## src/include/usml_pkg.sv

```systemverilog
// constants, offsets and state types for the serial mode/status block
package usml_pkg;
    // timing: half a bit time at the line rate
    localparam int CLK_HZ   = 50_000_000;
    localparam int BAUD_HZ  = 115_200;
    localparam int HALF_DIV = CLK_HZ / (2 * BAUD_HZ);
    localparam logic [8:0] HALF_LAST = 9'(HALF_DIV - 1);
    localparam logic [8:0] QUART     = 9'(HALF_DIV / 2 - 1);
    // register byte offsets
    localparam logic [11:0] OFF_CMD   = 12'h000;
    localparam logic [11:0] OFF_MODE  = 12'h004;
    localparam logic [11:0] OFF_EVT   = 12'h008;
    localparam logic [11:0] OFF_MASK  = 12'h00c;
    localparam logic [11:0] OFF_STAT  = 12'h014;
    localparam logic [11:0] OFF_RHR   = 12'h018;
    localparam logic [11:0] OFF_THR   = 12'h01c;
    localparam logic [11:0] OFF_LINMR = 12'h054;
    localparam logic [11:0] OFF_LINIR = 12'h058;
    localparam logic [11:0] OFF_WPMR  = 12'h0e4;
    localparam logic [31:0] MODE_RST  = 32'h0000_0000;
    // command bits
    localparam int CMD_RSTRX = 2;
    localparam int CMD_RSTTX = 3;
    localparam int CMD_RXEN  = 4;
    localparam int CMD_RXDIS = 5;
    localparam int CMD_TXEN  = 6;
    localparam int CMD_TXDIS = 7;
    localparam int CMD_CLEAR_STATUS_CMD = 8;
    localparam int CMD_WKUP  = 21;
    // mode, status, lin and protect bits
    localparam int MODE_SINGLE_BIT_DELIMITER_SEL = 31;
    localparam int MODE_POL    = 30;
    localparam int MODE_MAN    = 29;
    localparam int ST_RX_CHAR_AVAILABLE = 0;
    localparam int ST_TX_HOLDING_FREE = 1;
    localparam int ST_OVERRUN_FLAG  = 5;
    localparam int ST_TXEMP = 9;
    localparam int LIN_CHKOFF = 3;
    localparam int LIN_CHECKSUM_VARIANT = 4;
    localparam int LIN_LSRC   = 5;
    localparam int LIN_FSOFF  = 6;
    localparam int LIN_WKTYP  = 7;
    localparam int LIN_DLC    = 16;
    localparam int WP_ON      = 0;
    localparam int EVT_W      = 5;
    // wakeup characters and gap
    localparam logic [7:0] WK_20 = 8'hf0;
    localparam logic [7:0] WK_13 = 8'h80;
    localparam logic [5:0] FSLOT_HALVES = 6'h14;
    localparam logic [4:0] SH_ONE  = 5'h02;
    localparam logic [4:0] SH_SYNC = 5'h06;
    localparam logic [4:0] SH_NRZ  = 5'h02;
    localparam logic [4:0] DATA_HALVES = 5'h10;
    localparam logic [4:0] STOP_HALVES = 5'h02;
    typedef enum logic [1:0] {USML_TX_IDLE = 2'b01, USML_TX_RUN = 2'b10} usml_tx_t;
    typedef enum logic [1:0] {USML_RX_IDLE = 2'b01, USML_RX_SAMP = 2'b10} usml_rx_t;
endpackage : usml_pkg

```

## src/include/usml_line_if.sv

```systemverilog
// link between register core and line engine
`timescale 1ns/1ns
interface usml_line_if;
    logic [7:0] tx_data;
    logic       tx_load;
    logic       tx_busy;
    logic [7:0] rx_data;
    logic       rx_valid;
    logic       man_en;
    logic       start_pol;
    logic       one_bit;
    logic       half_tick;
    modport core (output tx_data, tx_load, man_en, start_pol, one_bit,
                  input tx_busy, rx_data, rx_valid, half_tick);
    modport line (input tx_data, tx_load, man_en, start_pol, one_bit,
                  output tx_busy, rx_data, rx_valid, half_tick);
endinterface : usml_line_if

```

## src/core/usml_line.sv

```systemverilog
// bit-level line engine: nrz or biphase framing of one character
`timescale 1ns/1ns
module usml_line (
    // clock and reset
    input  wire logic mclk,
    input  wire logic resetn,
    // core side
    usml_line_if.line lif,
    // pins
    output logic      txd,
    input  wire logic rxd
);
    logic [8:0] hc_r;
    usml_pkg::usml_tx_t tst_r;
    usml_pkg::usml_rx_t rst_r;
    logic [7:0] td_r, rd_r;
    logic [4:0] th_r, tsh_r, rk_r, rskip_r;
    logic [8:0] rc_r;
    logic       r1_r, r2_r, r3_r, lvl, det;
    logic [4:0] j, rj;

    // free half-bit timer; framing is aligned to it
    always_ff @(posedge mclk or negedge resetn) begin
        if (!resetn) hc_r <= 9'h000;
        else hc_r <= (hc_r == usml_pkg::HALF_LAST) ? 9'h000 : hc_r + 9'h001;
    end
    assign lif.half_tick = (hc_r == usml_pkg::HALF_LAST);

    // transmit sequencer, counted in half bits
    always_ff @(posedge mclk or negedge resetn) begin
        if (!resetn) begin
            tst_r <= usml_pkg::USML_TX_IDLE;
            td_r  <= 8'h00;
            th_r  <= 5'h00;
            tsh_r <= usml_pkg::SH_NRZ;
        end else case (tst_r)
            usml_pkg::USML_TX_IDLE: if (lif.tx_load) begin
                td_r  <= lif.tx_data;
                th_r  <= 5'h00;
                tsh_r <= !lif.man_en ? usml_pkg::SH_NRZ :
                         lif.one_bit ? usml_pkg::SH_ONE : usml_pkg::SH_SYNC;
                tst_r <= usml_pkg::USML_TX_RUN;
            end
            usml_pkg::USML_TX_RUN: if (lif.half_tick) begin
                th_r <= th_r + 5'h01;
                if (th_r == tsh_r + usml_pkg::DATA_HALVES + usml_pkg::STOP_HALVES - 5'h01)
                    tst_r <= usml_pkg::USML_TX_IDLE;
            end
            default: tst_r <= usml_pkg::USML_TX_IDLE;
        endcase
    end
    assign lif.tx_busy = (tst_r == usml_pkg::USML_TX_RUN);

    // line level: biphase halves carry ~b then b; start shape per polarity
    always_comb begin
        j = th_r - tsh_r;
        if (tst_r != usml_pkg::USML_TX_RUN) lvl = 1'b1;
        else if (th_r < tsh_r)
            lvl = lif.man_en ? ((th_r < (tsh_r >> 1)) ? lif.start_pol : !lif.start_pol)
                             : 1'b0;
        else if (j < usml_pkg::DATA_HALVES)
            lvl = lif.man_en ? (j[0] ? td_r[j[3:1]] : !td_r[j[3:1]]) : td_r[j[3:1]];
        else lvl = 1'b1;
    end
    always_ff @(posedge mclk or negedge resetn) begin
        if (!resetn) txd <= 1'b1;
        else txd <= lvl;
    end

    // receive pin synchroniser plus one history stage
    always_ff @(posedge mclk or negedge resetn) begin
        if (!resetn) {r1_r, r2_r, r3_r} <= 3'b111;
        else {r1_r, r2_r, r3_r} <= {rxd, r1_r, r2_r};
    end
    // biphase start only on the edge of the configured direction
    assign det = lif.man_en ? (r3_r == lif.start_pol) && (r2_r != lif.start_pol)
                            : (r3_r && !r2_r);
    assign rj = rk_r - rskip_r;

    // receive sampler: one sample per half bit, data taken on second half
    always_ff @(posedge mclk or negedge resetn) begin
        if (!resetn) begin
            rst_r <= usml_pkg::USML_RX_IDLE;
            rc_r <= 9'h000;
            rk_r <= 5'h00;
            rskip_r <= 5'h02;
            rd_r <= 8'h00;
            lif.rx_valid <= 1'b0;
            lif.rx_data <= 8'h00;
        end else begin
            lif.rx_valid <= 1'b0;
            case (rst_r)
                usml_pkg::USML_RX_IDLE: if (det) begin
                    rc_r <= usml_pkg::QUART;
                    rk_r <= 5'h00;
                    rskip_r <= !lif.man_en ? 5'h02 : lif.one_bit ? 5'h01 : 5'h03;
                    rst_r <= usml_pkg::USML_RX_SAMP;
                end
                usml_pkg::USML_RX_SAMP: if (rc_r != 9'h000) rc_r <= rc_r - 9'h001;
                else begin
                    rc_r <= usml_pkg::HALF_LAST;
                    rk_r <= rk_r + 5'h01;
                    if (rk_r >= rskip_r && rj[0]) rd_r <= {r2_r, rd_r[7:1]};
                    if (rk_r >= rskip_r && rj == 5'h0f) begin
                        lif.rx_data <= {r2_r, rd_r[7:1]};
                        lif.rx_valid <= 1'b1;
                        rst_r <= usml_pkg::USML_RX_IDLE;
                    end
                end
                default: rst_r <= usml_pkg::USML_RX_IDLE;
            endcase
        end
    end
endmodule : usml_line

```

## src/core/usml_top.sv

```systemverilog
// serial mode, status flags and lin options behind an apb slave
`timescale 1ns/1ns
// How it works
// - mode bit 31 picks one-bit start delimiter, else sync pattern
// - mode bit 30 sets biphase start edge: clear rising, set falling
// - mode bit 29 turns biphase encode and decode on together
// - tx empty is one only with holding and shift both empty
// - overrun status bit 5 latches until clear-status command
// - tx ready drops on holding write, zero while tx disabled
// - rx ready set by full character, cleared by read, zero when disabled
// - characters arriving while disabled raise rx ready on re-enable
// - wakeup command sends lin 2.0 or 1.3 wakeup per type bit
// - lin bit 6 clear keeps frame slot gap, set drops it
// - lin bit 5 picks length from code field or identifier bits
// - checksum type clear is enhanced, set is classic
// - checksum sent and checked unless checksum processing is off
// - mode register ignores writes while write protect is on
module usml_top (
    // clock and reset
    input  wire logic        mclk,
    input  wire logic        resetn,
    // apb slave
    input  wire logic [11:0] paddr,
    input  wire logic        psel,
    input  wire logic        penable,
    input  wire logic        pwrite,
    input  wire logic [31:0] pwdata,
    output logic      [31:0] prdata,
    output logic             pready,
    output logic             pslverr,
    // serial line
    output logic             txd,
    input  wire logic        rxd,
    // interrupt
    output logic             irq
);
    usml_line_if lif();

    logic [31:0] mode_r, linmr_r;
    logic [7:0]  linid_r, thr_r, rhr_r, sum_r;
    logic [8:0]  cnt_r;
    logic [5:0]  gap_r;
    localparam int EVT_W_L = usml_pkg::EVT_W;
    logic [EVT_W_L-1:0] evt_r, mask_r, evt_set;
    logic wp_r, tx_en_r, rx_en_r, thr_full_r, rx_char_available_r, hid_r, overrun_flag_r;
    logic wk_pend_r, chk_pend_r, frame_r, busy_q_r;
    logic wr, rd, setup, mapped, ld_go, ld_wk, ld_chk, ld_thr;
    logic rd_rhr, wr_cmd, tx_byte, rx_byte, chk_bad, fs_start;
    logic [31:0] stat, rdv;
    logic [8:0]  rlen;

    // address match, used by every decoder below
    function automatic logic hit(input logic [11:0] a, input logic [11:0] off);
        hit = (a == off);
    endfunction : hit

    // checksum add with carry wrap
    function automatic logic [7:0] chk_add(input logic [7:0] s, input logic [7:0] b);
        logic [8:0] t;
        t = {1'b0, s} + {1'b0, b};
        chk_add = t[7:0] + {7'h00, t[8]};
    endfunction : chk_add

    // response length from code field or identifier bits 5 and 6
    function automatic logic [8:0] resp_len(input logic [31:0] lm, input logic [7:0] id);
        logic [1:0] ib;
        ib = {id[6], id[5]};
        if (lm[usml_pkg::LIN_LSRC])
            resp_len = (ib == 2'b11) ? 9'h008 : (ib == 2'b10) ? 9'h004 : 9'h002;
        else
            resp_len = {1'b0, lm[usml_pkg::LIN_DLC +: 8]} + 9'h001;
    endfunction : resp_len

    // apb phases: answer is always ready in the access cycle
    assign setup   = psel && !penable;
    assign wr      = psel && penable && pwrite;
    assign rd      = psel && penable && !pwrite;
    assign pready  = 1'b1;
    assign mapped  = hit(paddr, usml_pkg::OFF_CMD)   || hit(paddr, usml_pkg::OFF_MODE) ||
                     hit(paddr, usml_pkg::OFF_EVT)   || hit(paddr, usml_pkg::OFF_MASK) ||
                     hit(paddr, usml_pkg::OFF_STAT)  || hit(paddr, usml_pkg::OFF_RHR)  ||
                     hit(paddr, usml_pkg::OFF_THR)   || hit(paddr, usml_pkg::OFF_LINMR) ||
                     hit(paddr, usml_pkg::OFF_LINIR) || hit(paddr, usml_pkg::OFF_WPMR);
    assign pslverr = psel && penable && !mapped;
    assign rd_rhr  = rd && hit(paddr, usml_pkg::OFF_RHR);
    assign wr_cmd  = wr && hit(paddr, usml_pkg::OFF_CMD);
    assign rlen    = resp_len(linmr_r, linid_r);

    // status word; ready and empty flags gated by enables, overrun is not
    always_comb begin
        stat = 32'h0000_0000;
        stat[usml_pkg::ST_RX_CHAR_AVAILABLE] = rx_en_r && rx_char_available_r;
        stat[usml_pkg::ST_TX_HOLDING_FREE] = tx_en_r && !thr_full_r;
        stat[usml_pkg::ST_OVERRUN_FLAG]  = overrun_flag_r;
        stat[usml_pkg::ST_TXEMP] = tx_en_r && !thr_full_r && !lif.tx_busy;
    end

    // read mux; write-only and unmapped words read zero
    always_comb begin
        rdv = 32'h0000_0000;
        if (hit(paddr, usml_pkg::OFF_MODE))  rdv = mode_r;
        if (hit(paddr, usml_pkg::OFF_EVT))   rdv = {27'h0, evt_r};
        if (hit(paddr, usml_pkg::OFF_MASK))  rdv = {27'h0, mask_r};
        if (hit(paddr, usml_pkg::OFF_STAT))  rdv = stat;
        if (hit(paddr, usml_pkg::OFF_RHR))   rdv = {24'h0, rhr_r};
        if (hit(paddr, usml_pkg::OFF_LINMR)) rdv = linmr_r;
        if (hit(paddr, usml_pkg::OFF_LINIR)) rdv = {24'h0, linid_r};
        if (hit(paddr, usml_pkg::OFF_WPMR))  rdv = {31'h0, wp_r};
    end

    // read data captured in the setup cycle so it comes from a flop
    always_ff @(posedge mclk or negedge resetn) begin
        if (!resetn) prdata <= 32'h0000_0000;
        else if (setup && !pwrite) prdata <= rdv;
    end

    // configuration registers
    always_ff @(posedge mclk or negedge resetn) begin
        if (!resetn) begin
            mode_r  <= usml_pkg::MODE_RST;
            linmr_r <= 32'h0000_0000;
            linid_r <= 8'h00;
            wp_r    <= 1'b0;
            mask_r  <= '0;
        end else if (wr) begin
            if (hit(paddr, usml_pkg::OFF_MODE) && !wp_r) mode_r <= pwdata;
            if (hit(paddr, usml_pkg::OFF_LINMR)) linmr_r <= pwdata;
            if (hit(paddr, usml_pkg::OFF_LINIR)) linid_r <= pwdata[7:0];
            if (hit(paddr, usml_pkg::OFF_WPMR))  wp_r <= pwdata[usml_pkg::WP_ON];
            if (hit(paddr, usml_pkg::OFF_MASK))  mask_r <= pwdata[EVT_W_L-1:0];
        end
    end

    // line engine configuration
    assign lif.one_bit   = mode_r[usml_pkg::MODE_SINGLE_BIT_DELIMITER_SEL];
    assign lif.start_pol = mode_r[usml_pkg::MODE_POL];
    assign lif.man_en    = mode_r[usml_pkg::MODE_MAN];

    // load priority: wakeup, then checksum, then holding register
    assign ld_go  = tx_en_r && !lif.tx_busy && (gap_r == 6'h00) &&
                    (wk_pend_r || chk_pend_r || thr_full_r);
    assign ld_wk  = ld_go && wk_pend_r;
    assign ld_chk = ld_go && !wk_pend_r && chk_pend_r;
    assign ld_thr = ld_go && !wk_pend_r && !chk_pend_r;
    assign lif.tx_load = ld_go;
    always_comb begin
        if (ld_wk)
            lif.tx_data = linmr_r[usml_pkg::LIN_WKTYP] ? usml_pkg::WK_13
                                                       : usml_pkg::WK_20;
        else if (ld_chk) lif.tx_data = ~sum_r;
        else lif.tx_data = thr_r;
    end

    // enables from the command register
    always_ff @(posedge mclk or negedge resetn) begin
        if (!resetn) begin
            tx_en_r <= 1'b0;
            rx_en_r <= 1'b0;
        end else if (wr_cmd) begin
            if (pwdata[usml_pkg::CMD_TXDIS]) tx_en_r <= 1'b0;
            else if (pwdata[usml_pkg::CMD_TXEN]) tx_en_r <= 1'b1;
            if (pwdata[usml_pkg::CMD_RXDIS]) rx_en_r <= 1'b0;
            else if (pwdata[usml_pkg::CMD_RXEN]) rx_en_r <= 1'b1;
        end
    end

    // transmit holding register; a new write wins over the load
    always_ff @(posedge mclk or negedge resetn) begin
        if (!resetn) begin
            thr_r <= 8'h00;
            thr_full_r <= 1'b0;
        end else if (wr && hit(paddr, usml_pkg::OFF_THR)) begin
            thr_r <= pwdata[7:0];
            thr_full_r <= 1'b1;
        end else if (ld_thr || (wr_cmd && pwdata[usml_pkg::CMD_RSTTX])) begin
            thr_full_r <= 1'b0;
        end
    end

    // wakeup request waits for an idle transmitter
    always_ff @(posedge mclk or negedge resetn) begin
        if (!resetn) wk_pend_r <= 1'b0;
        else if (wr_cmd && pwdata[usml_pkg::CMD_WKUP]) wk_pend_r <= 1'b1;
        else if (ld_wk || (wr_cmd && pwdata[usml_pkg::CMD_RSTTX])) wk_pend_r <= 1'b0;
    end

    // receive holding: bytes caught while disabled are kept, not flagged
    always_ff @(posedge mclk or negedge resetn) begin
        if (!resetn) begin
            rhr_r <= 8'h00;
            rx_char_available_r <= 1'b0;
            hid_r <= 1'b0;
        end else if (lif.rx_valid) begin
            rhr_r <= lif.rx_data;
            if (rx_en_r) rx_char_available_r <= 1'b1;
            else hid_r <= 1'b1;
        end else if (wr_cmd && pwdata[usml_pkg::CMD_RSTRX]) begin
            rx_char_available_r <= 1'b0;
            hid_r <= 1'b0;
        end else if (rd_rhr) begin
            rx_char_available_r <= 1'b0;
        end else if (wr_cmd && pwdata[usml_pkg::CMD_RXEN] && hid_r) begin
            rx_char_available_r <= 1'b1;
            hid_r <= 1'b0;
        end
    end

    // overrun: set wins over the clear command
    always_ff @(posedge mclk or negedge resetn) begin
        if (!resetn) overrun_flag_r <= 1'b0;
        else if (lif.rx_valid && rx_en_r && rx_char_available_r && !rd_rhr) overrun_flag_r <= 1'b1;
        else if (wr_cmd && pwdata[usml_pkg::CMD_CLEAR_STATUS_CMD]) overrun_flag_r <= 1'b0;
    end

    // lin response tracking, checksum accumulate, send and check
    assign tx_byte = ld_thr && frame_r;
    assign rx_byte = lif.rx_valid && frame_r;
    assign chk_bad = rx_byte && (cnt_r == rlen) && (lif.rx_data != ~sum_r);
    assign fs_start = ld_chk || (rx_byte && cnt_r == rlen) ||
                      ((tx_byte || rx_byte) && linmr_r[usml_pkg::LIN_CHKOFF] &&
                       cnt_r + 9'h001 == rlen);
    always_ff @(posedge mclk or negedge resetn) begin
        if (!resetn) begin
            frame_r <= 1'b0;
            sum_r <= 8'h00;
            cnt_r <= 9'h000;
            chk_pend_r <= 1'b0;
        end else if (wr && hit(paddr, usml_pkg::OFF_LINIR)) begin
            frame_r <= 1'b1;
            cnt_r <= 9'h000;
            chk_pend_r <= 1'b0;
            // enhanced sum covers the identifier, classic does not
            sum_r <= linmr_r[usml_pkg::LIN_CHECKSUM_VARIANT] ? 8'h00 : pwdata[7:0];
        end else if (ld_chk) begin
            chk_pend_r <= 1'b0;
        end else if (tx_byte || (rx_byte && cnt_r != rlen)) begin
            sum_r <= chk_add(sum_r, tx_byte ? thr_r : lif.rx_data);
            cnt_r <= cnt_r + 9'h001;
            if (cnt_r + 9'h001 == rlen) begin
                if (linmr_r[usml_pkg::LIN_CHKOFF]) frame_r <= 1'b0;
                else if (tx_byte) begin
                    chk_pend_r <= 1'b1;
                    frame_r <= 1'b0;
                end
            end
        end else if (rx_byte) begin
            frame_r <= 1'b0;
        end
    end

    // frame slot gap after a response holds off the next load
    always_ff @(posedge mclk or negedge resetn) begin
        if (!resetn) gap_r <= 6'h00;
        else if (fs_start)
            gap_r <= linmr_r[usml_pkg::LIN_FSOFF] ? 6'h00 : usml_pkg::FSLOT_HALVES;
        else if (lif.half_tick && gap_r != 6'h00) gap_r <= gap_r - 6'h01;
    end

    // sticky events, write one to clear, set wins
    always_ff @(posedge mclk or negedge resetn) begin
        if (!resetn) busy_q_r <= 1'b0;
        else busy_q_r <= lif.tx_busy;
    end
    assign evt_set = {ld_wk, chk_bad, lif.rx_valid && rx_en_r && rx_char_available_r && !rd_rhr,
                      busy_q_r && !lif.tx_busy, lif.rx_valid && rx_en_r};
    always_ff @(posedge mclk or negedge resetn) begin
        if (!resetn) evt_r <= '0;
        else if (wr && hit(paddr, usml_pkg::OFF_EVT))
            evt_r <= (evt_r & ~pwdata[EVT_W_L-1:0]) | evt_set;
        else evt_r <= evt_r | evt_set;
    end
    assign irq = |(evt_r & mask_r);

    // line engine
    usml_line u_line (
        .mclk   (mclk),
        .resetn (resetn),
        .lif    (lif.line),
        .txd    (txd),
        .rxd    (rxd)
    );
endmodule : usml_top

```

## config.mk

```make
export PLATFORM = sky130hd
export DESIGN_NAME = usml_top
export DESIGN_NICKNAME = d
export VERILOG_FILES = /design/src/include/usml_pkg.sv /design/src/include/usml_line_if.sv /design/src/core/usml_line.sv /design/src/core/usml_top.sv
export SDC_FILE = /design/constraint.sdc
export NUM_CORES = 1
export LEC_CHECK = 0
export ABC_AREA = 1
export BUFFER_PORTS_ARGS = -buffer_cell sky130_fd_sc_hd__buf_2
export CAP_MARGIN = 10
export CORE_ASPECT_RATIO = 0.8
export CORE_MARGIN = 2
export CORE_UTILIZATION = 60
export DETAILED_ROUTE_END_ITERATION = 8
export HOLD_SLACK_MARGIN = 0.12
export PLACE_DENSITY_LB_ADDON = 0.15
export SLEW_MARGIN = 25
export SYNTH_ARGS = -nofsm -noshare
export SYNTH_HDL_FRONTEND = slang
export SYNTH_SLANG_ARGS = --single-unit
```

## constraint.sdc

```tcl
create_clock -name mclk -period 12 [get_ports mclk]
set_input_delay 0.6 -clock mclk [delete_from_list [all_inputs] [get_ports mclk]]
set_output_delay 0.6 -clock mclk [all_outputs]
set_load 0.005 [all_outputs]
```

# Yosys cells after proc, flatten, opt, wreduce, memory -nomap -nowiden
# Cells that the tools add are included.
# Widths: inputs -> output; s select.
# word_totals
regBits	235
out_inout_bits	36
# op_classes
order_cmp	5
add_sub_neg	14
n_reduce_logical	114
eq_ne	38
n_bitwise	7
muxes	94
# op_table
cell	n
$mux 32	8
$mux 9	7
$mux 8	7
$mux 1	45
$logic_and 1x1->1	44
$mux 5	8
$eq 12x5->1 const B	3
$eq 12x4->1 const B	2
$eq 12x7->1 const B	2
$reduce_and 2->1	12
$reduce_and 3->1	7
$pmux 5 s2	2
$add 9x1->9 const B	2
$eq 9x9->1	2
$pmux 9 s2	1
$reduce_bool 2->1	9
$logic_or 1x1->1	17
$reduce_bool 3->1	5
$mux 2	7
$eq 12x3->1 const B	1
$eq 12x8->1 const B	1
$logic_not 1->1	12
$logic_not 12->1	1
$mux 6	2
45 further kinds	65

# Longest topological paths before layout
# logic_depth
word_depth	14
depth_mapped	30
depth_no_buf	29

# By module
# A second synthesis with hierarchy kept.
# hier_totals
cells_unflattened	1538
hier_area_um2	12174.2
# by_module_without_submodules
module	area_per_inst_um2	n_inst	cells_each
usml_top	8867.3	1	1136
usml_line	3306.9	1	402

# Worst setup path after synthesis
# Ideal clock, no wire load.
# synth_timing
path_type	reg-to-reg
start	register u_line.tst_r[0]
end	register sum_r[7]
path_slack_ns	8.041
synth_period_minus_slack_ns	3.959
arrival_ns	3.842
path_stages_with_launch	30
t_required_ns	11.883
path_buffers	1
path_cell_list	dfstp_2 -> inv_1 -> nand2_1 -> nand2_1 -> a31oi_2 -> nand2_2 -> nor2_4 -> nand3_2 -> clkbuf_1 -> o21ai_0 -> ha_1 -> inv_1 -> fa_1 -> o21ai_0 -> nand2_1 -> nand2_1 -> a21oi_1 -> o21bai_1 -> ha_1 -> inv_1 -> nor2_1 -> nand3_1 -> nor3_1 -> nand2_1 -> nand2_1 -> nand2_1 -> nand2_1 -> nand2_1 -> nand2_1 -> o21ai_2
# synth_between
elab_chain_len	14
# synth_lines
element	line_no	source
from (decl)	usml_line.sv:14	usml_pkg::usml_tx_t tst_r;
from (signal assigned)	usml_line.sv:32	tst_r <= usml_pkg::USML_TX_IDLE;
from (signal assigned)	usml_line.sv:42	tst_r <= usml_pkg::USML_TX_RUN;
from (signal assigned)	usml_line.sv:47	tst_r <= usml_pkg::USML_TX_IDLE;
$eq 2x2->1 (*)	usml_line.sv:52	assign lif.tx_busy = (tst_r == usml_pkg::USML_TX_RUN);
$logic_not 1->1 (*)	usml_top.sv:140	assign ld_go = tx_en_r && !lif.tx_busy && (gap_r == 6'h00) &&
$logic_and 1x1->1 (*) (3 in series)	usml_top.sv:140	
$logic_and 1x1->1 (*)	usml_top.sv:143, usml_top.sv:144	
$logic_and 1x1->1	usml_top.sv:144	assign ld_thr = ld_go && !wk_pend_r && !chk_pend_r;
$logic_and 1x1->1	usml_top.sv:216	assign tx_byte = ld_thr && frame_r;
$mux 8	usml_top.sv:237	sum_r <= chk_add(sum_r, tx_byte ? thr_r : lif.rx_data);
$add 8x8->9	usml_top.sv:60	t = {1'b0, s} + {1'b0, b};
$add 8x1->8	usml_top.sv:61	chk_add = t[7:0] + {7'h00, t[8]};
$mux 8	usml_top.sv:236	end else if (tx_byte || (rx_byte && cnt_r != rlen)) begin
$mux 8	usml_top.sv:234	end else if (ld_chk) begin
$mux 8	usml_top.sv:228	end else if (wr && hit(paddr, usml_pkg::OFF_LINIR)) begin
to (signal assigned)	usml_top.sv:233	sum_r <= linmr_r[usml_pkg::LIN_CHECKSUM_VARIANT] ? 8'h00 : pwdata[7:0];
to (signal assigned)	usml_top.sv:237	
to (decl)	usml_top.sv:40	logic [7:0] linid_r, thr_r, rhr_r, sum_r;
# Mark *: on every way between the ends. The rest lies on a longest branch, timed or not. The select of a mux whose other input is x is not followed.
# A chain may end at the register's enable or synchronous reset.

# Worst setup path in the final report
# Ends and elaborated chain as after synthesis.

==> impl_metrics.toml <==
[logic_synthesis]
synth_common_cells = "nand2_1 (430), dfrtp_1 (220), inv_1 (200), o21ai_0 (199), nand3_1 (86)"
synth-seq-area-share_pct = 47.3
yosysWarnings = 0
synth_top_area_share_pct = 45.7
synth_ff_type = "dfrtp_1"
synth_edf_count = 0
netlist_instances = 1521
ys_types = 60
yosys-top-cells-area = "dfrtp_1 (46%), nand2_1 (13%), o21ai_0 (8.3%)"
syn-mean-instance-area_um2 = 7.91
async_flop_share_pct = 100
syn-num-nets = 1600
synth_most_common_cell = "nand2_1"
synth_area_um2 = 12000
ys_ff_latch = 227
synth_top_cell_by_area = "dfrtp_1"

[cts]
post_cts_buffers = 0
cts_resized = 0
cts_buffers = 24
clock_latency_ns = 0.54
cts_buffer_depth = 3
cts_sinks = 227
holdBufCountCts = 0
clockRootBuffer = "clkbuf_16"
cts_tree = "yes"
clkTransAtPathRegs_ns = 0.07
h-tree-depth = 1

[timing]
period_needed_ns = 4.53
timing.slew.headroom_pct = 41.0
final.period_utilization_pct = 37.8
setup_tns_ns = 0
worstMarginPinSlew_ns = 0.885
hold_slack_ns = 0.148
setup-violations-final = 0
finalHoldViolCount = 0
slew_violations = 0
max_freq_ghz = 0.221
skew_ns = 0.0252
grt_setup_unrepaired = "false"

[setup_path]
r2r_slack_ns = 7.47
critPathMostFrequentCell = "nand2_1"
cp.arrival_ns = 4.94
path_max_fanout = 14
critical_path_class = "flip-flop to flip-flop"
rr_worst_depth = 28
reg2reg_from = "u_line.tst_r[0]"
critPathLaunchType = "flip-flop"
crit_required_ns = 12.40
r2r_end = "sum_r[7]"
slowest_stage = "dfstp_2"
critPathCaptureType = "flip-flop"
slowest_delay_ns = 0.51

[drt]
ant_nets = 0
drtIter0Drc = 877
drc = 0
vias = 10450
post_drt_wl_per_cell_um = 16.1
first_pass_iters = 5
vias_per_cell = 5.58
routed_wl_um = 30300

[global_route]
grt_first_pass_wirelength_um = 49700
grt_overflow = 0
grt_use_total_pct = 29.3
grt_start_max_net_pins = 118
antenna_found_initial = 0
grt_pass1_vias = 9646

[floorplanning]
die_w_um = 162
start_util_pct = 61.0
ios = 86
rows = 46
die_y_um = 131
die-area_um2 = 21200
fp.coreArea_um2 = 19700

[finish]
drive_gt1_share_pct = 12.0
area_delta_synth_final_pct = 12.5
nets = 1671
n_antenna_cell = 0

[min_path]
hold_class = "input pin to async pin"

[job]
cap_violations = 0

[pwr]
leakage_nw = 6.85
power_density_nw_per_um2 = 133
ir_worst_vdd_v = 0.000134

[place]
io_buffers = 84
hpwl_um = 21400
gp_congestion = 0.919

[outcome]
status = "finished, final reports clean"
-- kinds of logic (layout without fill, tap and decap cells) --
group,after synthesis,count (layout),share of synthesized area [%]
buffers and inverters,253,342,8.21
flip-flops,227,227,47.3
other,1,1,0.0312
AO/OA/AOI/OAI,302,302,14.2
multiplexers,2,2,0.177
AND/OR/NAND/NOR,673,673,24.5
XOR/XNOR,34,34,2.47
adder cells (fa/ha/maj),29,29,3.20
-- flip-flops by register name (all words and copies together) (netlist names), 8 cells and up --
name                flops
u_line.lif.rx_data      8
cnt_r                   9
u_line.rc_r             9
sum_r                   8
thr_r                   8
mode_r                 32
linid_r                 8
u_line.td_r             8
u_line.hc_r             9
prdata                 32
linmr_r                32
rhr_r                   8
-- layer usage --
metal	global-route usage [%]	up-vias	wire length (µm)
li1	-	5097	-
met1	44.1	4979	14300
met2	44.8	326	13200
met3	5.05	48	2190
met4	6.40	0	582
met5	0	-	0
-- worst max-delay path: cells and delay by family (launching register included) --
kind                     cells  cell delay [ns]
AND/OR/NAND/NOR             16             1.88
adder cells (fa/ha/maj)      3             0.77
AO/OA/AOI/OAI                6             1.08
buffers and inverters        3             0.14
flip-flops                   1             0.51
-- where the power goes --
part | leakage (nW) | internal (mW) | total [mW] | switching, mW
Combinational | 3.37 | 0.0498 | 0.169 | 0.119
Sequential | 3.05 | 0.786 | 0.798 | 0.0125
Clock | 0.433 | 0.494 | 0.829 | 0.335
Total | 6.85 | 1.33 | 1.80 | 0.466
-- worst max path at each step --
stage / from / cells after the start / endpoint / slack, ns
4_1_cts: u_line.tst_r[0] / 28 / sum_r[7] / 7.53
3_5_place_dp: u_line.tst_r[0] / 28 / sum_r[7] / 7.57
3_3_place_gp: u_line.tst_r[0] / 28 / sum_r[7] / 7.74
6_report: u_line.tst_r[0] / 28 / sum_r[7] / 7.47
5_1_grt: u_line.tst_r[0] / 28 / sum_r[7] / 7.07
2_1_floorplan: u_line.tst_r[0] / 29 / sum_r[7] / 8.04
-- layout make-up --
class                   instances  area, µm²
clock buffers                  26        628
clock inverters                18        264
fillers                      1627       6200
inverters                     209        785
multi-input cells            1041       5380
flip-flops and latches        227       5690
well taps                     264        330
repair buffers                 89        468
-- cells in the final DEF (no fill, tap or decap), types with 4 or more instances in the layout --
cell / synthesis / layout
buf_4: 1 / 5
nand2_1: 430 / 429
nand4_1: 22 / 22
clkbuf_16: 0 / 24
o21ai_0: 199 / 199
bufinv_16: 0 / 5
o211ai_1: 8 / 8
nand3_2: 11 / 11
xnor2_1: 8 / 8
clkinv_4: 0 / 4
a2bb2oi_1: 4 / 4
a21oi_1: 38 / 38
buf_2: 2 / 83
clkinv_2: 0 / 5
nor3_1: 18 / 18
ha_1: 26 / 26
nand3_1: 86 / 85
inv_2: 8 / 8
nand2_2: 5 / 5
o31ai_1: 6 / 6
o22ai_1: 12 / 12
nor2_2: 7 / 7
dfstp_2: 7 / 7
xor2_1: 26 / 26
nor2_1: 73 / 73
o2111ai_1: 6 / 6
inv_1: 200 / 200
o21ai_2: 4 / 4
dfrtp_1: 220 / 220
-- per-stage QoR --
step / utilization (%) / std cells / instance area [µm²] / setup slack [ns] / total power, mW
finish: 68.6 / 1874 / 13500 / 7.47 / 1.80
floorplan: - / 1521 / 12000 / 8.04 / 0.927
global placement: 64.0 / 1830 / 12600 / 7.74 / 0.970
CTS: 68.6 / 1874 / 13500 / 7.53 / 1.80
global route: 68.6 / 1874 / 13500 / 7.07 / 1.86
detailed placement: 64.1 / 1830 / 12600 / 7.57 / 0.977
Note: power is estimated with default switching activity, not from simulation.
